--- config.mk ---
export PLATFORM = sky130hd
export DESIGN_NAME = phs_host_port
export DESIGN_NICKNAME = d
export VERILOG_FILES = /design/src/core/phs_sync_select.v /design/src/core/phs_host_port.v
export VERILOG_INCLUDE_DIRS = /design/src /design/src/core
export SDC_FILE = /design/constraint.sdc
export NUM_CORES = 1
export LEC_CHECK = 0
export ABC_AREA = 1
export BUFFER_PORTS_ARGS = -buffer_cell sky130_fd_sc_hd__buf_2
export CORE_ASPECT_RATIO = 1.25
export CORE_UTILIZATION = 62
export DETAILED_ROUTE_END_ITERATION = 8
export GPL_TIMING_DRIVEN = 0
export PLACE_DENSITY = 0.84
export SLEW_MARGIN = 10
export SYNTH_ARGS = -nofsm -noshare
export SYNTH_HDL_FRONTEND = slang
export SYNTH_SLANG_ARGS = --single-unit
export TNS_END_PERCENT = 10
--- constraint.sdc ---
create_clock -name clk_sys_in -period 16.45 [get_ports clk_sys_in]
set_input_delay 1.645 -clock clk_sys_in [delete_from_list [all_inputs] [get_ports clk_sys_in]]
set_output_delay 1.645 -clock clk_sys_in [all_outputs]
set_load 0.05 [all_outputs]
--- src/core/phs_map.vh ---
// How it works
// - 16-bit data, six address lines, active-low strobes
// - addresses 32-63 global, 0-31 paged
// - global 33 is page selector
// - addresses 0-31 reach current page
// - globals reached directly without paging
// - write captured when store strobe rises
// - 2-pin mode: select strobes, store gives direction
// - unmasked raised flag drives interrupt output
// - reading source register clears flag and interrupt
// - each function selects its own sync source
// - four sync pins sampled on rising edge
// - codes: pins, counter, one-shot, off, on
// - common selectors drive common function syncs
// - channel selectors drive channel oscillator syncs
`ifndef PHS_MAP_VH
`define PHS_MAP_VH
// ==========================================================
// address map (word addresses on the six address lines)
`define PHS_GLOBAL_BIT      5
`define PHS_A_STATUS        6'h20
`define PHS_A_PAGE          6'h21
`define PHS_A_ONESHOT       6'h22
`define PHS_A_CNT_PERIOD    6'h23
`define PHS_A_SSEL_COM0     6'h24
`define PHS_A_SSEL_COM1     6'h25
`define PHS_A_SSEL_CHAN     6'h26
`define PHS_A_IRQ_FLAG0     6'h27
`define PHS_A_IRQ_FLAG1     6'h28
`define PHS_A_IRQ_FLAG2     6'h29
`define PHS_A_IRQ_MASK      6'h2a
`define PHS_A_MODE          6'h2b
`define PHS_A_SRC0          6'h30
// ==========================================================
// fields and constants
`define PHS_NUM_COM         7
`define PHS_NUM_CHAN        4
`define PHS_NUM_SSEL        11
`define PHS_NUM_IRQ         16
`define PHS_SS_ONESHOT      3'h5
`define PHS_SS_OFF          3'h6
`define PHS_SS_ON           3'h7
`define PHS_SS_RESET        3'h6
`define PHS_PAGE_RESET      16'h0000
`define PHS_CNT_RESET       16'hffff
`define PHS_MASK_RESET      16'hffff
`define PHS_MODE_RESET      16'h0000
`define PHS_MODE_TWO_PIN    0
`endif

--- src/core/phs_sync_select.v ---
`timescale 1ns/100ps
`default_nettype none
`include "phs_map.vh"
// ==========================================================
// one sync selector: picks a source from an eight-way code
module phs_sync_select (
  // source vector, one bit per code
  input  wire [7:0] src_in,
  // selection code
  input  wire [2:0] code_in,
  // selected sync
  output wire       sync_out
);
  // plain mux; sources are already registered upstream
  assign sync_out = src_in[code_in];
endmodule // phs_sync_select
`default_nettype wire

--- src/core/phs_host_port.v ---
`timescale 1ns/100ps
`default_nettype none
`include "phs_map.vh"
// ==========================================================
// paged host port with sync source selection
module phs_host_port (
  // clock and reset
  input  wire        clk_sys_in,
  input  wire        sys_rst_in,
  // host bus
  input  wire [5:0]  addr_in,
  input  wire        cs_n_in,
  input  wire        rd_n_in,
  input  wire        wr_n_in,
  input  wire [15:0] data_in,
  output reg  [15:0] data_out,
  output wire        data_oe_n_out,
  output wire        irq_out,
  // paged register space, served outside
  output reg  [15:0] page_out,
  output wire [4:0]  paged_addr_out,
  output reg         paged_wr_out,
  output wire [15:0] paged_wdata_out,
  input  wire [15:0] paged_rdata_in,
  // interrupt sources
  input  wire [15:0] irq_set_in,
  input  wire [15:0] irq_src_data_in,
  // sync pins
  input  wire        sync_input_a_in,
  input  wire        sync_input_b_in,
  input  wire        sync_input_c_in,
  input  wire        sync_input_d_in,
  // selected syncs: common 0..6, channel 7..10
  output wire [10:0] sync_out
);
  // ========================================================
  // registers
  reg  [15:0] page_reg;        // current page
  reg  [2:0]  ssel_reg [0:10]; // per-function sync codes
  reg  [15:0] cnt_period_reg;  // sync counter period
  reg  [15:0] cnt_reg;         // sync counter value
  reg         cnt_tc_reg;      // terminal count pulse
  reg         oneshot_reg;     // one-shot pulse
  reg  [15:0] irq_flag_reg;    // sticky source flags
  reg  [15:0] irq_mask_reg;    // one = masked
  reg  [15:0] mode_reg;        // bit0 two-pin mode
  reg  [3:0]  pin_reg;         // sampled sync pins
  reg         wr_act_reg;      // store active last cycle
  reg         rd_act_reg;      // read active last cycle
  reg  [5:0]  addr_reg;        // address held across strobe
  reg  [15:0] wdata_reg;       // data held across strobe
  reg  [15:0] rdata_next;      // read mux
  integer     i;               // selector reset loop
  integer     j;               // flag loop, kept apart from i
  wire        two_pin  = mode_reg[`PHS_MODE_TWO_PIN];
  // ========================================================
  // strobe decode; two-pin: select is strobe, store picks way
  wire        wr_act   = two_pin ? (!cs_n_in && !wr_n_in)
                                 : (!cs_n_in && !wr_n_in);
  wire        rd_act   = two_pin ? (!cs_n_in && wr_n_in)
                                 : (!cs_n_in && !rd_n_in);
  // write lands on the strobe's rising edge
  wire        wr_done  = wr_act_reg && !wr_act;
  wire        rd_done  = rd_act_reg && !rd_act;
  wire        is_global = addr_reg[`PHS_GLOBAL_BIT];
  // ========================================================
  // bus drive only during reads
  assign data_oe_n_out   = !rd_act;
  assign irq_out         = |(irq_flag_reg & ~irq_mask_reg);
  assign paged_addr_out  = addr_reg[4:0];
  assign paged_wdata_out = wdata_reg;
  // ========================================================
  // read mux over globals and the current page
  always @* begin
    rdata_next = 16'h0000;
    if (!addr_in[`PHS_GLOBAL_BIT]) begin
      rdata_next = paged_rdata_in;
    end else begin
      case (addr_in)
        `PHS_A_STATUS:     rdata_next = {11'h000, pin_reg, irq_out};
        `PHS_A_PAGE:       rdata_next = page_reg;
        `PHS_A_CNT_PERIOD: rdata_next = cnt_period_reg;
        `PHS_A_SSEL_COM0:  rdata_next = {1'b0, ssel_reg[3], 1'b0, ssel_reg[2],
                                         1'b0, ssel_reg[1], 1'b0, ssel_reg[0]};
        `PHS_A_SSEL_COM1:  rdata_next = {4'h0, 1'b0, ssel_reg[6],
                                         1'b0, ssel_reg[5], 1'b0, ssel_reg[4]};
        `PHS_A_SSEL_CHAN:  rdata_next = {1'b0, ssel_reg[10], 1'b0, ssel_reg[9],
                                         1'b0, ssel_reg[8], 1'b0, ssel_reg[7]};
        `PHS_A_IRQ_FLAG0:  rdata_next = {12'h000, irq_flag_reg[3:0]};
        `PHS_A_IRQ_FLAG1:  rdata_next = {12'h000, irq_flag_reg[7:4]};
        `PHS_A_IRQ_FLAG2:  rdata_next = {8'h00, irq_flag_reg[15:8]};
        `PHS_A_IRQ_MASK:   rdata_next = irq_mask_reg;
        `PHS_A_MODE:       rdata_next = mode_reg;
        default: begin
          if (addr_in[5:4] == 2'h3) begin
            rdata_next = {15'h0000, irq_src_data_in[addr_in[3:0]]};
          end else begin
            rdata_next = 16'h0000;
          end
        end
      endcase
    end
  end
  // ========================================================
  // host side sequencing and global register writes
  always @(posedge clk_sys_in or posedge sys_rst_in) begin
    if (sys_rst_in) begin
      page_reg       <= `PHS_PAGE_RESET;
      page_out       <= `PHS_PAGE_RESET;
      cnt_period_reg <= `PHS_CNT_RESET;
      irq_mask_reg   <= `PHS_MASK_RESET;
      mode_reg       <= `PHS_MODE_RESET;
      oneshot_reg    <= 1'b0;
      wr_act_reg     <= 1'b0;
      rd_act_reg     <= 1'b0;
      addr_reg       <= 6'h00;
      wdata_reg      <= 16'h0000;
      data_out       <= 16'h0000;
      paged_wr_out   <= 1'b0;
      pin_reg        <= 4'h0;
      for (i = 0; i < `PHS_NUM_SSEL; i = i + 1) begin
        ssel_reg[i] <= `PHS_SS_RESET;
      end
    end else begin
      wr_act_reg   <= wr_act;
      rd_act_reg   <= rd_act;
      oneshot_reg  <= 1'b0;
      paged_wr_out <= 1'b0;
      page_out     <= page_reg;
      // pins sampled on the rising edge before use
      pin_reg <= {sync_input_d_in, sync_input_c_in,
                  sync_input_b_in, sync_input_a_in};
      // hold address and data while the strobe is low
      if (wr_act || rd_act) begin
        addr_reg  <= addr_in;
        wdata_reg <= data_in;
      end
      if (rd_act) begin
        data_out <= rdata_next;
      end
      if (wr_done && !is_global) begin
        paged_wr_out <= 1'b1;
      end
      if (wr_done && is_global) begin
        case (addr_reg)
          `PHS_A_PAGE:       page_reg <= wdata_reg;
          `PHS_A_ONESHOT:    oneshot_reg <= wdata_reg[0];
          `PHS_A_CNT_PERIOD: cnt_period_reg <= wdata_reg;
          `PHS_A_SSEL_COM0: begin
            ssel_reg[0] <= wdata_reg[2:0];
            ssel_reg[1] <= wdata_reg[6:4];
            ssel_reg[2] <= wdata_reg[10:8];
            ssel_reg[3] <= wdata_reg[14:12];
          end
          `PHS_A_SSEL_COM1: begin
            ssel_reg[4] <= wdata_reg[2:0];
            ssel_reg[5] <= wdata_reg[6:4];
            ssel_reg[6] <= wdata_reg[10:8];
          end
          `PHS_A_SSEL_CHAN: begin
            ssel_reg[7]  <= wdata_reg[2:0];
            ssel_reg[8]  <= wdata_reg[6:4];
            ssel_reg[9]  <= wdata_reg[10:8];
            ssel_reg[10] <= wdata_reg[14:12];
          end
          `PHS_A_IRQ_MASK:   irq_mask_reg <= wdata_reg;
          `PHS_A_MODE:       mode_reg <= wdata_reg;
          default:           ;
        endcase
      end
    end
  end
  // ========================================================
  // sticky flags; a new set beats the read clear
  always @(posedge clk_sys_in or posedge sys_rst_in) begin
    if (sys_rst_in) begin
      irq_flag_reg <= 16'h0000;
    end else begin
      for (j = 0; j < `PHS_NUM_IRQ; j = j + 1) begin
        if (irq_set_in[j]) begin
          irq_flag_reg[j] <= 1'b1;
        end else if (rd_done && addr_reg == (`PHS_A_SRC0 + j[5:0])) begin
          irq_flag_reg[j] <= 1'b0;
        end
      end
    end
  end
  // ========================================================
  // common sync counter, terminal count pulses once a period
  always @(posedge clk_sys_in or posedge sys_rst_in) begin
    if (sys_rst_in) begin
      cnt_reg    <= 16'h0000;
      cnt_tc_reg <= 1'b0;
    end else if (cnt_reg >= cnt_period_reg) begin
      cnt_reg    <= 16'h0000;
      cnt_tc_reg <= 1'b1;
    end else begin
      cnt_reg    <= cnt_reg + 16'h0001;
      cnt_tc_reg <= 1'b0;
    end
  end
  // ========================================================
  // one selector per function
  wire [7:0] sync_src = {1'b1, 1'b0, oneshot_reg, cnt_tc_reg, pin_reg};
  genvar g;
  generate
    for (g = 0; g < `PHS_NUM_SSEL; g = g + 1) begin : g_sel
      phs_sync_select u_sel (
        .src_in   (sync_src),
        .code_in  (ssel_reg[g]),
        .sync_out (sync_out[g])
      );
    end
  endgenerate
endmodule // phs_host_port
`default_nettype wire

==> results of run 1 <==
-- final timing paths --
| path | endpoint |
|---|---|
| worst max-delay path | data_oe_n_out |
| worst min-delay path | page_out[11] |
| worst max register to register | data_out[1] |
| worst min register to register | page_out[11] |
| max in group asynchronous | irq_mask_reg[11] |
| min in group asynchronous | pin_reg[1] |
-- per-layer routing --
layer	global-route usage [%]	vias up	share of wire, %
li1	-	4238	-
met1	47.0	4310	38
met2	63.2	501	48
met3	6.92	110	8.7
met4	20.5	0	5.4
met5	0	-	0
-- cells by family after synthesis --
kind of cell	after synthesis	share of synthesized area, %
DFF	192	50.2
AOI/OAI and AO/OA	288	15.7
adders and majority gates	17	2.19
and+or+nand+nor	491	21.8
buffers and inverters	209	9.04
xor gates and xnor gates	12	1.08
-- power by group through the flow --
stage	combinational, uW	sequential [uW]	clock, uW
3_5_place_dp	295	556	0
4_1_cts	297	549	425
5_1_grt	323	554	441
3_3_place_gp	289	555	0
2_1_floorplan	163	601	0
6_report	298	550	424
-- synthesized netlist by cell type, types with 11 or more instances --
cell,instances
dfrtp_1,138
inv_1,144
o21ai_1,41
xor2_1,11
inv_2,11
a21oi_1,57
nand3_1,45
ha_1,17
nor2_1,71
dfstp_2,54
buf_4,18
clkbuf_1,25
nand2_1,304
nor3_1,13
nand4_1,14
o21ai_0,150
-- cell type report --
cell class              count  area, um^2  share of cell area, %
clock inverters            12         160                   1.42
flip-flops and latches    192        4870                   43.1
inverters                 156         593                   5.24
multi-input cells         808        3950                   34.9
repair buffers            145         748                   6.61
plain buffers              53         292                   2.58
well taps                 208         260                   2.30
clock buffers              20         437                   3.86
-- critical path: cells and delay by family --
family / cells / cell delay, ps
buffers and inverters: 3 / 970
AND/OR/NAND/NOR: 3 / 510
-- per-stage QoR --
step	util, %	worst slack, ps	total power, uW
finish	74.7	11670	1270
global route	74.7	11660	1320
CTS	74.7	11700	1270
detailed placement	70.8	11700	851
global placement	70.6	7690	844
floorplan	-	9670	764
==> metrics.md, run 1 <==
| Metric | Value |
|---|---|
| Status | finished clean |
| Crit path time final | between 4000 and 5000 ps |
| Most common cell after layout, fill and taps aside | nand2_1 |
| Sw Ratio | 34.0% |
| Antenna violations before repair | 0 |
| Post-CTS sizing | 0 |
| Endpoint class of the critical path | output pin |
| Hold wc startpoint | page_reg[11] |
| Layout cells sized above 1 | 21.9% |
| DIE WIDTH | 114 um |
| Placed Cells | 1562 |
| Drt drc | 0 |
| Placed Area | 10700 um^2 |
| Share of the synthesized area in the top cell type | 35.6% |
| Post-synthesis sequential area ratio | between 50 and 60% |
| Final Setup Violations | 0 |
| Worst Setup SP | wr_n_in |
| Number of H-tree levels | 4 |
| Yosys warnings | 0 |
| R2r setup slk | 14050 ps |
| EDFF count, synth | 0 |
| R2R depth | 9 |
| Vias in the first global route | 8732 |
| Max_cap viols | 0 |
| Hold_buf cts | 0 |
| Pins Over Slew Limit | 0 |
| Setup CP Type | in2out |
| WL final | about 29 mm |
| Max FFs per register | 33 |
| Most frequent cells in the layout | 304 x nand2_1, 152 x buf_2, 150 x o21ai_0 |
| IO Pins | 146 |
| Post-synth net total | 1305 |
| Final GP Congestion | 0.948 |
| Actual slew at the worst max-slew pin | around 760 ps |
| Power Dens Cells | 112 nW/um^2 |
| Hold Path Class | reg2reg |
| Setup Buffers After CTS | 0 |
| Max incr delay on CP | 490 ps |
| Max frequency | 0.209 GHz |
| Static Leakage | 0.00524 uW |
| CP arrival | 3140 ps |
| Startpoint types | input pin |
| Rows | 50 |
| Hold_ws | 408 ps |
| Crit path max-delay cell type | clkbuf_1 |
| Post-synthesis cell count | 1209 |
| IO Port Bufs | around 140 |
| Clock sinks | 192 |
| DIE HEIGHT | 142 um |
| Yosys top cell by area | dfrtp_1 |
| Area of the die | 16200 um^2 |
| Routed length per instance | 18.4 um |
| Worst-Skew Late Latency | 440 ps |
| Crit Path Max Fanout | 10 |
| CTS clk-pin slew, worst paths | approximately 70 ps |
| Asr flop ratio synth | 100% |
| Area delta synth->final | 16.6% |
| Sw Pwr | 432 uW |
| Worst-path cell chain | buf_2 > nor2_1 > nor2_1 > nand2_1 > clkbuf_1 > buf_2 |
| TNS Setup | 0 ps |
| DRT iter0 DRCs | 1023 |
| Clock Root Buffer | clkbuf_16 |
| Required time of the critical path | 14800 ps |
| Total CTS buffers | 17 |
| Final period util | 29.1% |
| Combinational power share | around a quarter |
| Ranking of synthesized cells by area | dfrtp_1 36%, dfstp_2 15%, nand2_1 12% |
| Diodes inserted | 0 |
| Final instance area | 11300 um^2 |
| Initial Utilization | 64.1% |
| Worst R2R Start | mode_reg[0] |
| Number of distinct library cells after synthesis | 37 |
| Post-route clock skew | 9.69 ps |
| DR vias/cell | 5.75 |
| Via count | 9159 |
| DP HPWL | 21.8 mm |
| FF+latch count, synth | 192 |
| Total grt overflow | 0 |
| Clock power share | approximately a third |
| Rel. slew slack | slightly below 50% |
| RSZ-0062 raised after global routing | no |
| Core area | 15100 um^2 |
| DRT antenna net count | 0 |
| Filler cells | roughly 1200 |
| Largest net degree at the start of global routing | about 110 |
| Router iterations before antenna repair | 7 |
| Seq pwr share | 43.2% |
| Fin. Hold Viols | 0 |
| CTS tree | yes |
| Hold depth | 0 |
| Post-Syn Area per Cell | 8.02 um^2 |
| Total GRT Usage | between 30% and 40% |
| Global-route wire length before repair | 45.8 mm |
| Filler-free cell count of the finished design | 1594 |
| Worst vdd ir | between 0.07 and 0.08 mV |
| NumNets Final | 1469 |
| Netlist Area Pre-Place | 9700 um^2 |
| Main flop type after synthesis | dfrtp_1 |
| Clk buf depth | 2 |
| Internal Power | 840 uW |
No activity file was read; power rests on OpenSTA's default activity.
==> run 2, diff against run 1 <==
ABC_AREA = 0   (was 1)
CORE_UTILIZATION = 57   (was 62)
PLACE_DENSITY = 0.78   (was 0.84)
clock period = 4.5 ns   (was 16.45 ns; I/O delays follow)
==> run 2 against run 1 <==
Compared with the run above:
- routed wire length is 14% lower
- via count decreased by 22%
- count of clock-buffer cells in the layout unchanged
- non-clock buffer count unchanged
- cell count shrank 27%
- synthesized area is 3.4% lower
- largest cell class unchanged
- largest power group unchanged
- highest routed layer unchanged
==> metrics.md, run 2 <==
| Metric | Value |
|---|---|
| Most common cell after layout, fill and taps aside | buf_2 |
| Commonest cells post-synth | 138 x dfrtp_1, 115 x mux2_2, 54 x dfstp_2 |
| DIE WIDTH | 117 um (+2.4%) |
| Routed length per instance | 21.7 um (+18%) |
| Clock Root Buffer | clkbuf_16 |
| Max incr delay on CP | 770 ps (+280 ps) |
| Post-route clock skew | 12.1 ps (+2.39 ps) |
| DIE HEIGHT | 145 um (+2.5%) |
| Max frequency | between 0.3 and 0.4 GHz |
| Grt met1 use | 43.5% (-3.5 points) |
| IO Port Bufs | 143 (-0.69%) |
| TNS Setup | 0 ps (unchanged) |
| Grt met3 use | 6.21% (-0.71 points) |
| Ranking of synthesized cells by area | dfrtp_1 37%, dfstp_2 15%, mux2_2 14% |
| Total CTS buffers | 17 (unchanged) |
| Final period util | between 60% and 70% |
| Clk buf depth | 2 (unchanged) |
| Fin. Hold Viols | 0 (unchanged) |
| Crit path max-delay cell type | o32ai_1 |
| DRT iter0 DRCs | 687 (-33%) |
| CP arrival | 3100 ps (-40 ps) |
| Number of distinct library cells after synthesis | 58 (+57%) |
| Clock sinks | 192 (unchanged) |
| DR vias/cell | 6.12 (+6.4%) |
| Pins Over Slew Limit | 0 (unchanged) |
| Endpoint class of the critical path | flop |
| Post-synthesis sequential area ratio | 52.0% (+1.8 points) |
| Hold_buf cts | 0 (unchanged) |
| Combinational power share | 25.2% (+1.8 points) |
| Number of H-tree levels | 4 (unchanged) |
| Asr flop ratio synth | 100% (unchanged) |
| Seq pwr share | 43.6% (+0.4 points) |
| GR peak layer | met2 |
| Crit path time final | 2790 ps |
| Via count | 7150 (-22%) |
| Sw Pwr | 1760 uW (+310%) |
| DRT antenna net count | 0 (unchanged) |
| Layout cells sized above 1 | 44.1% (+22 points) |
| Rel. slew slack | 42.1% (-6.9 points) |
| IO Pins | 146 (unchanged) |
| Actual slew at the worst max-slew pin | 865 ps (+101 ps) |
| Placed Cells | 1137 (-27%) |
| Worst-path cell chain | inv_1 > ha_1 > nand4_1 > or2_2 > o32ai_1 > clkbuf_1 > nor3_1 |
| Most frequent cells in the layout | 153 x buf_2, 138 x dfrtp_1, 115 x mux2_2 |
| Setup CP Type | reg2reg |
| Static Leakage | 0.00490 uW (-6.5%) |
| Largest net degree at the start of global routing | 41 (-62%) |
| Initial Utilization | 58.1% (-6.0 points) |
| Setup Buffers After CTS | 0 (unchanged) |
| Worst-Skew Late Latency | 450 ps (about the same) |
| Most common cell in the netlist | dfrtp_1 |
| Worst R2R Start | cnt_period_reg[13] |
| RSZ-0062 raised after global routing | no |
| Worst vdd ir | 0.367 mV (+380%) |
| Startpoint types | flop |
| Area delta synth->final | 18.5% |
| Status | finished clean |
| NumNets Final | 1036 (-29%) |
| Vias in the first global route | 7306 (-16%) |
| Share of the synthesized area in the top cell type | 36.9% (+1.3 points) |
| Netlist Area Pre-Place | 9370 um^2 (-3.4%) |
| Core area | 16100 um^2 (+6.6%) |
| EDFF count, synth | 0 (unchanged) |
| Antenna violations before repair | 0 (unchanged) |
| Required time of the critical path | 4810 ps (-9990 ps) |
| Post-synth net total | 868 (-33%) |
| Area of the die | 17000 um^2 (+5.0%) |
| Clock power share | 31.2% (-2.1 points) |
| Post-synthesis cell count | 772 (-36%) |
| Final GP Congestion | 0.874 (-7.7%) |
| DP HPWL | 18.7 mm (-14%) |
| Drt drc | 0 (unchanged) |
| Final Setup Violations | 0 (unchanged) |
| Global-route wire length before repair | 40.7 mm (-11%) |
| CTS clk-pin slew, worst paths | 70 ps (about the same) |
| Internal Power | 3480 uW (+310%) |
| Power Dens Cells | 472 nW/um^2 (+320%) |
| Hold Path Class | in2async |
| Rows | 52 (+4.0%) |
| Diodes inserted | 0 (unchanged) |
| Filler-free cell count of the finished design | 1169 (-27%) |
| Post-CTS sizing | 0 (unchanged) |
| Yosys warnings | 0 (unchanged) |
| WL final | 25.3 mm (-14%) |
| Worst Setup SP | cnt_period_reg[13] |
| Filler cells | 1246 (+5.4%) |
| Total grt overflow | 0 (unchanged) |
| Main flop type after synthesis | dfrtp_1 |
| Crit Path Max Fanout | 10 (unchanged) |
| Total GRT Usage | 32.5% (-5.4 points) |
| FF+latch count, synth | 192 (unchanged) |
| Router iterations before antenna repair | 5 (-2) |
| Post-Syn Area per Cell | 12.1 um^2 (+51%) |
| Met2 usage | 51.9% (-11 points) |
| Yosys top cell by area | dfrtp_1 |
| CTS tree | yes |
| Max_cap viols | 0 (unchanged) |
| Max FFs per register | 33 (unchanged) |
| Sw Ratio | 33.7% (-0.28 points) |
## run 2: cell count changes after synthesis, moves of 34 or more
cell      before  now
a21oi_1       57   23
inv_1        144   39
mux2_2         0  115
nand2_1      304   20
nand2b_1       0   37
nor2_1        71   26
o21ai_0      150   23
o21ai_1       41    1
## run 2: metal layers
metal  vias to the layer above  wire [um]
met5                         -          0
met4                         0        908
met3                        65       1320
met2                       282      12600
met1                      3625      10500
li1                       3178          -
## run 2: kinds of logic (layout without fill, tap and decap cells)
family / after synthesis / in the layout / share of synthesized area [%]
adders and majority gates: 17 / 17 / 2.27
and+or+nand+nor: 165 / 165 / 9.94
DFF: 192 / 192 / 52.0
xor gates and xnor gates: 14 / 14 / 1.31
muxes: 144 / 144 / 18.0
buffers and inverters: 88 / 269 / 4.53
AOI/OAI and AO/OA: 152 / 152 / 11.9
## run 2: power groups by stage
stage	sequential [uW]	combinational, uW	clock [uW]
floorplan	2470	755	0
global placement	2290	1280	0
detailed placement	2300	1320	0
CTS	2280	1330	1650
global route	2320	1430	1710
finish	2280	1320	1630
## run 2: per-stage QoR
step	power, uW	hold WS, ps	setup slack [ps]	util (%)	cell area (um^2)
after global placement	3570	388	505	64.2	10400
after detailed placement	3630	383	1700	64.9	10500
final	5240	109	1710	68.8	11100
after CTS	5250	98.7	1700	68.8	11100
after global routing	5460	99.2	1450	68.8	11100
after floorplan	3230	368	1620	-	9370
## run 2: area by class of cell
type / instances / area [um^2] / area share, %
clock inverters: 12 / 179 / 1.61
well taps: 216 / 270 / 2.43
plain buffers: 49 / 278 / 2.50
clock buffers: 20 / 457 / 4.11
multi-input cells: 492 / 4080 / 36.7
repair buffers: 149 / 821 / 7.39
inverters: 39 / 150 / 1.35
flip-flops and latches: 192 / 4870 / 43.9
## run 2: worst max-delay path, delay by kind of cell (launching register included)
kind / cells / cell delay (ps)
compound gates: 1 / 770
flops: 1 / 550
fa+ha+maj: 1 / 290
buf+inv: 2 / 510
simple gates: 3 / 530
## run 2: final timing paths
kind | slack, ps | cells past startpoint | end
max | 1710 | 7 | cnt_reg[10]
min | 110 | 2 | page_out[14]
max reg2reg | 1710 | 7 | cnt_reg[10]
min reg2reg | 400 | 0 | page_out[11]
max in group asynchronous | 3420 | 4 | ssel_reg[32]
min in group clk_sys_in | 110 | 1 | pin_reg[1]
==> run 3, diff against run 2 <==
clock period = 2.7 ns   (was 4.5 ns; I/O delays follow)
==> run 3 against run 2 <==
Compared with the run above:
- setup slack worse by 1600 ps
- count of clock-buffer cells in the layout stayed put
- total power increased by 67%
- combinational power is 69% higher
- flip-flop and latch count is the same
- first-iteration DRC count decreased by 7.1%
- cell count up 0.43%
- via count increased by 0.21%
==> metrics.md, run 3 (same netlist as run 2, synthesis figures left out) <==
| Metric | Value |
|---|---|
| Status | finished clean |
| Layout cells sized above 1 | 44.1% (about the same) |
| R2R depth | 7 (unchanged) |
| Actual slew at the worst max-slew pin | 816 ps (-49.1 ps) |
| Via count | 7165 (+0.21%) |
| CTS tree | yes |
| Largest net degree at the start of global routing | 41 (unchanged) |
| IO Pins | 146 (unchanged) |
| CTS clk-pin slew, worst paths | 70 ps (about the same) |
| Initial Utilization | 58.1% (unchanged) |
| Hold Path Class | in2reg |
| Final period util | 94.6% |
| Most frequent cells in the layout | 153 x buf_2, 138 x dfrtp_1, 115 x mux2_2 |
| Clock Root Buffer | clkbuf_16 |
| Final GP Congestion | 0.874 (unchanged) |
| Max_cap viols | 0 (unchanged) |
| WHS Endpoint | irq_flag_reg[1] |
| Power Dens Cells | 785 nW/um^2 (+66%) |
| Worst R2R End | cnt_reg[10] |
| Global-route wire length before repair | 40.8 mm (+0.22%) |
| DP HPWL | 18.7 mm (unchanged) |
| Crit Path Max Fanout | 10 (unchanged) |
| Routed length per instance | 21.7 um (+0.13%) |
| NumNets Final | 1041 (+0.48%) |
| Worst-Skew Late Latency | 450 ps (about the same) |
| WL final | 25.5 mm (+0.56%) |
| Required time of the critical path | 2430 ps (-2380 ps) |
| Fin. Hold Viols | 0 (unchanged) |
| Router iterations before antenna repair | 5 (unchanged) |
| Filler cells | 1241 (-0.40%) |
| Pins Over Slew Limit | 0 (unchanged) |
| Antenna violations before repair | 0 (unchanged) |
| Hold depth | 2 |
| Total GRT Usage | 32.6% (+0.054 points) |
| Total grt overflow | 0 (unchanged) |
| Clk buf depth | 2 (unchanged) |
| Vias in the first global route | 7327 (+0.29%) |
| Number of H-tree levels | 4 (unchanged) |
| Diodes inserted | 0 (unchanged) |
| Clock sinks | 192 (unchanged) |
| DIE HEIGHT | 145 um (unchanged) |
| R2r setup slk | 250 ps (-1460 ps) |
| Core area | 16100 um^2 (unchanged) |
| Final Setup Violations | 0 (unchanged) |
| Setup CP Type | reg2out |
| Placed Cells | 1137 (unchanged) |
| Post-layout util | 69.2% (+0.36 points) |
| DRT antenna net count | 0 (unchanged) |
| Crit path time final | 2550 ps |
| Endpoint class of the critical path | output pin |
| Area of the die | 17000 um^2 (unchanged) |
| DIE WIDTH | 117 um (unchanged) |
| Startpoint types | flop |
| Area delta synth->final | 19.2% |
| Most common cell after layout, fill and taps aside | buf_2 |
| Post-route clock skew | 10.7 ps (-1.34 ps) |
| Max FFs per register | 33 (unchanged) |
| Rows | 52 (unchanged) |
| Static Leakage | 0.00493 uW (+0.54%) |
| DR vias/cell | 6.10 (-0.22%) |
| Filler-free cell count of the finished design | 1174 (+0.43%) |
| Rel. slew slack | 45.6% (+3.5 points) |
| Total CTS buffers | 17 (unchanged) |
| Max frequency | 0.391 GHz |
| Worst vdd ir | 0.609 mV (+66%) |
| DRT iter0 DRCs | 638 (-7.1%) |
| Drt drc | 0 (unchanged) |
| Hold wc startpoint | irq_set_in[1] |
| Worst R2R Start | cnt_period_reg[13] |
| CP arrival | 2280 ps (-820 ps) |
| IO Port Bufs | 143 (unchanged) |
| RSZ-0062 raised after global routing | no |
run 3: changes by cell type in the layout (fill, tap and decap cells not counted):
cell / before / now
clkbuf_1: 19 / 18
o32ai_1: 1 / 0
o32ai_2: 0 / 1
clkbuf_2: 0 / 1
dlygate4sd3_1: 0 / 5
run 3: metal layers:
metal  track usage [%]  routed length, um  vias up
met5                 0                  0        -
met4              13.2                791        0
met3              6.21               1500       58
met2              52.2              12800      280
met1              43.4              10400     3641
li1                  -                  -     3186
run 3: worst max-delay path by stage:
stage                             from                  to  slack [ps]  cells past startpoint
global placement            sys_rst_in  paged_wdata_out[3]       -1110                      2
detailed placement  cnt_period_reg[13]         cnt_reg[10]        -100                      7
global route                pin_reg[1]         sync_out[0]          40                      6
floorplan                   sys_rst_in         addr_reg[0]          -2                      1
finish                      pin_reg[1]         sync_out[8]         150                      6
CTS                 cnt_period_reg[13]         cnt_reg[10]         130                      7
run 3: power breakdown:
| group | switching [uW] | internal (uW) | leakage, uW |
|---|---|---|---|
| logic | 1390 | 841 | 0.00235 |
| registers | 442 | 3360 | 0.00228 |
| clock network | 1120 | 1600 | 0.000303 |
run 3: critical path: stages (launching register included):
cell and delay (ps):
dfrtp_1 500, clkbuf_1 430, mux2_2 250, o22ai_1 70
a21oi_1 200, buf_4 130, buf_2 250
run 3: timing repair:
item | 4_1_cts | 5_1_grt
hold buffers | 5 | 0
endpoints found under the hold margin | 31 | 0
buffers inserted | 0 | 0
gates resized for setup | 1 | 2
pin swaps | 0 | 0
endpoints found under the setup margin | 10 | 10
run 3: area by class of cell:
| class | count | area, um^2 | area share [%] |
|---|---|---|---|
| Sequential cell | 192 | 4870 | 43.6 |
| Multi-Input combinational cell | 492 | 4090 | 36.6 |
| Timing Repair Buffer | 154 | 871 | 7.80 |
| Clock buffer | 20 | 457 | 4.09 |
| Buffer | 49 | 279 | 2.50 |
| Tap cell | 216 | 270 | 2.42 |
| Clock inverter | 12 | 179 | 1.60 |
| Inverter | 39 | 150 | 1.34 |
run 3: stage by stage:
step | instance area [um^2] | TNS [ps] | hold slack [ps] | worst slack [ps] | total power, uW
floorplan | 9370 | -324 | 301 | -2.35 | 5380
global placement | 10400 | -164090 | 380 | -1110 | 5960
detailed placement | 10500 | -861 | 380 | -96.6 | 6040
CTS | 11200 | 0 | 8.92 | 128 | 8780
global route | 11200 | 0 | 17.8 | 39.3 | 9120
finish | 11200 | 0 | 14.2 | 146 | 8760
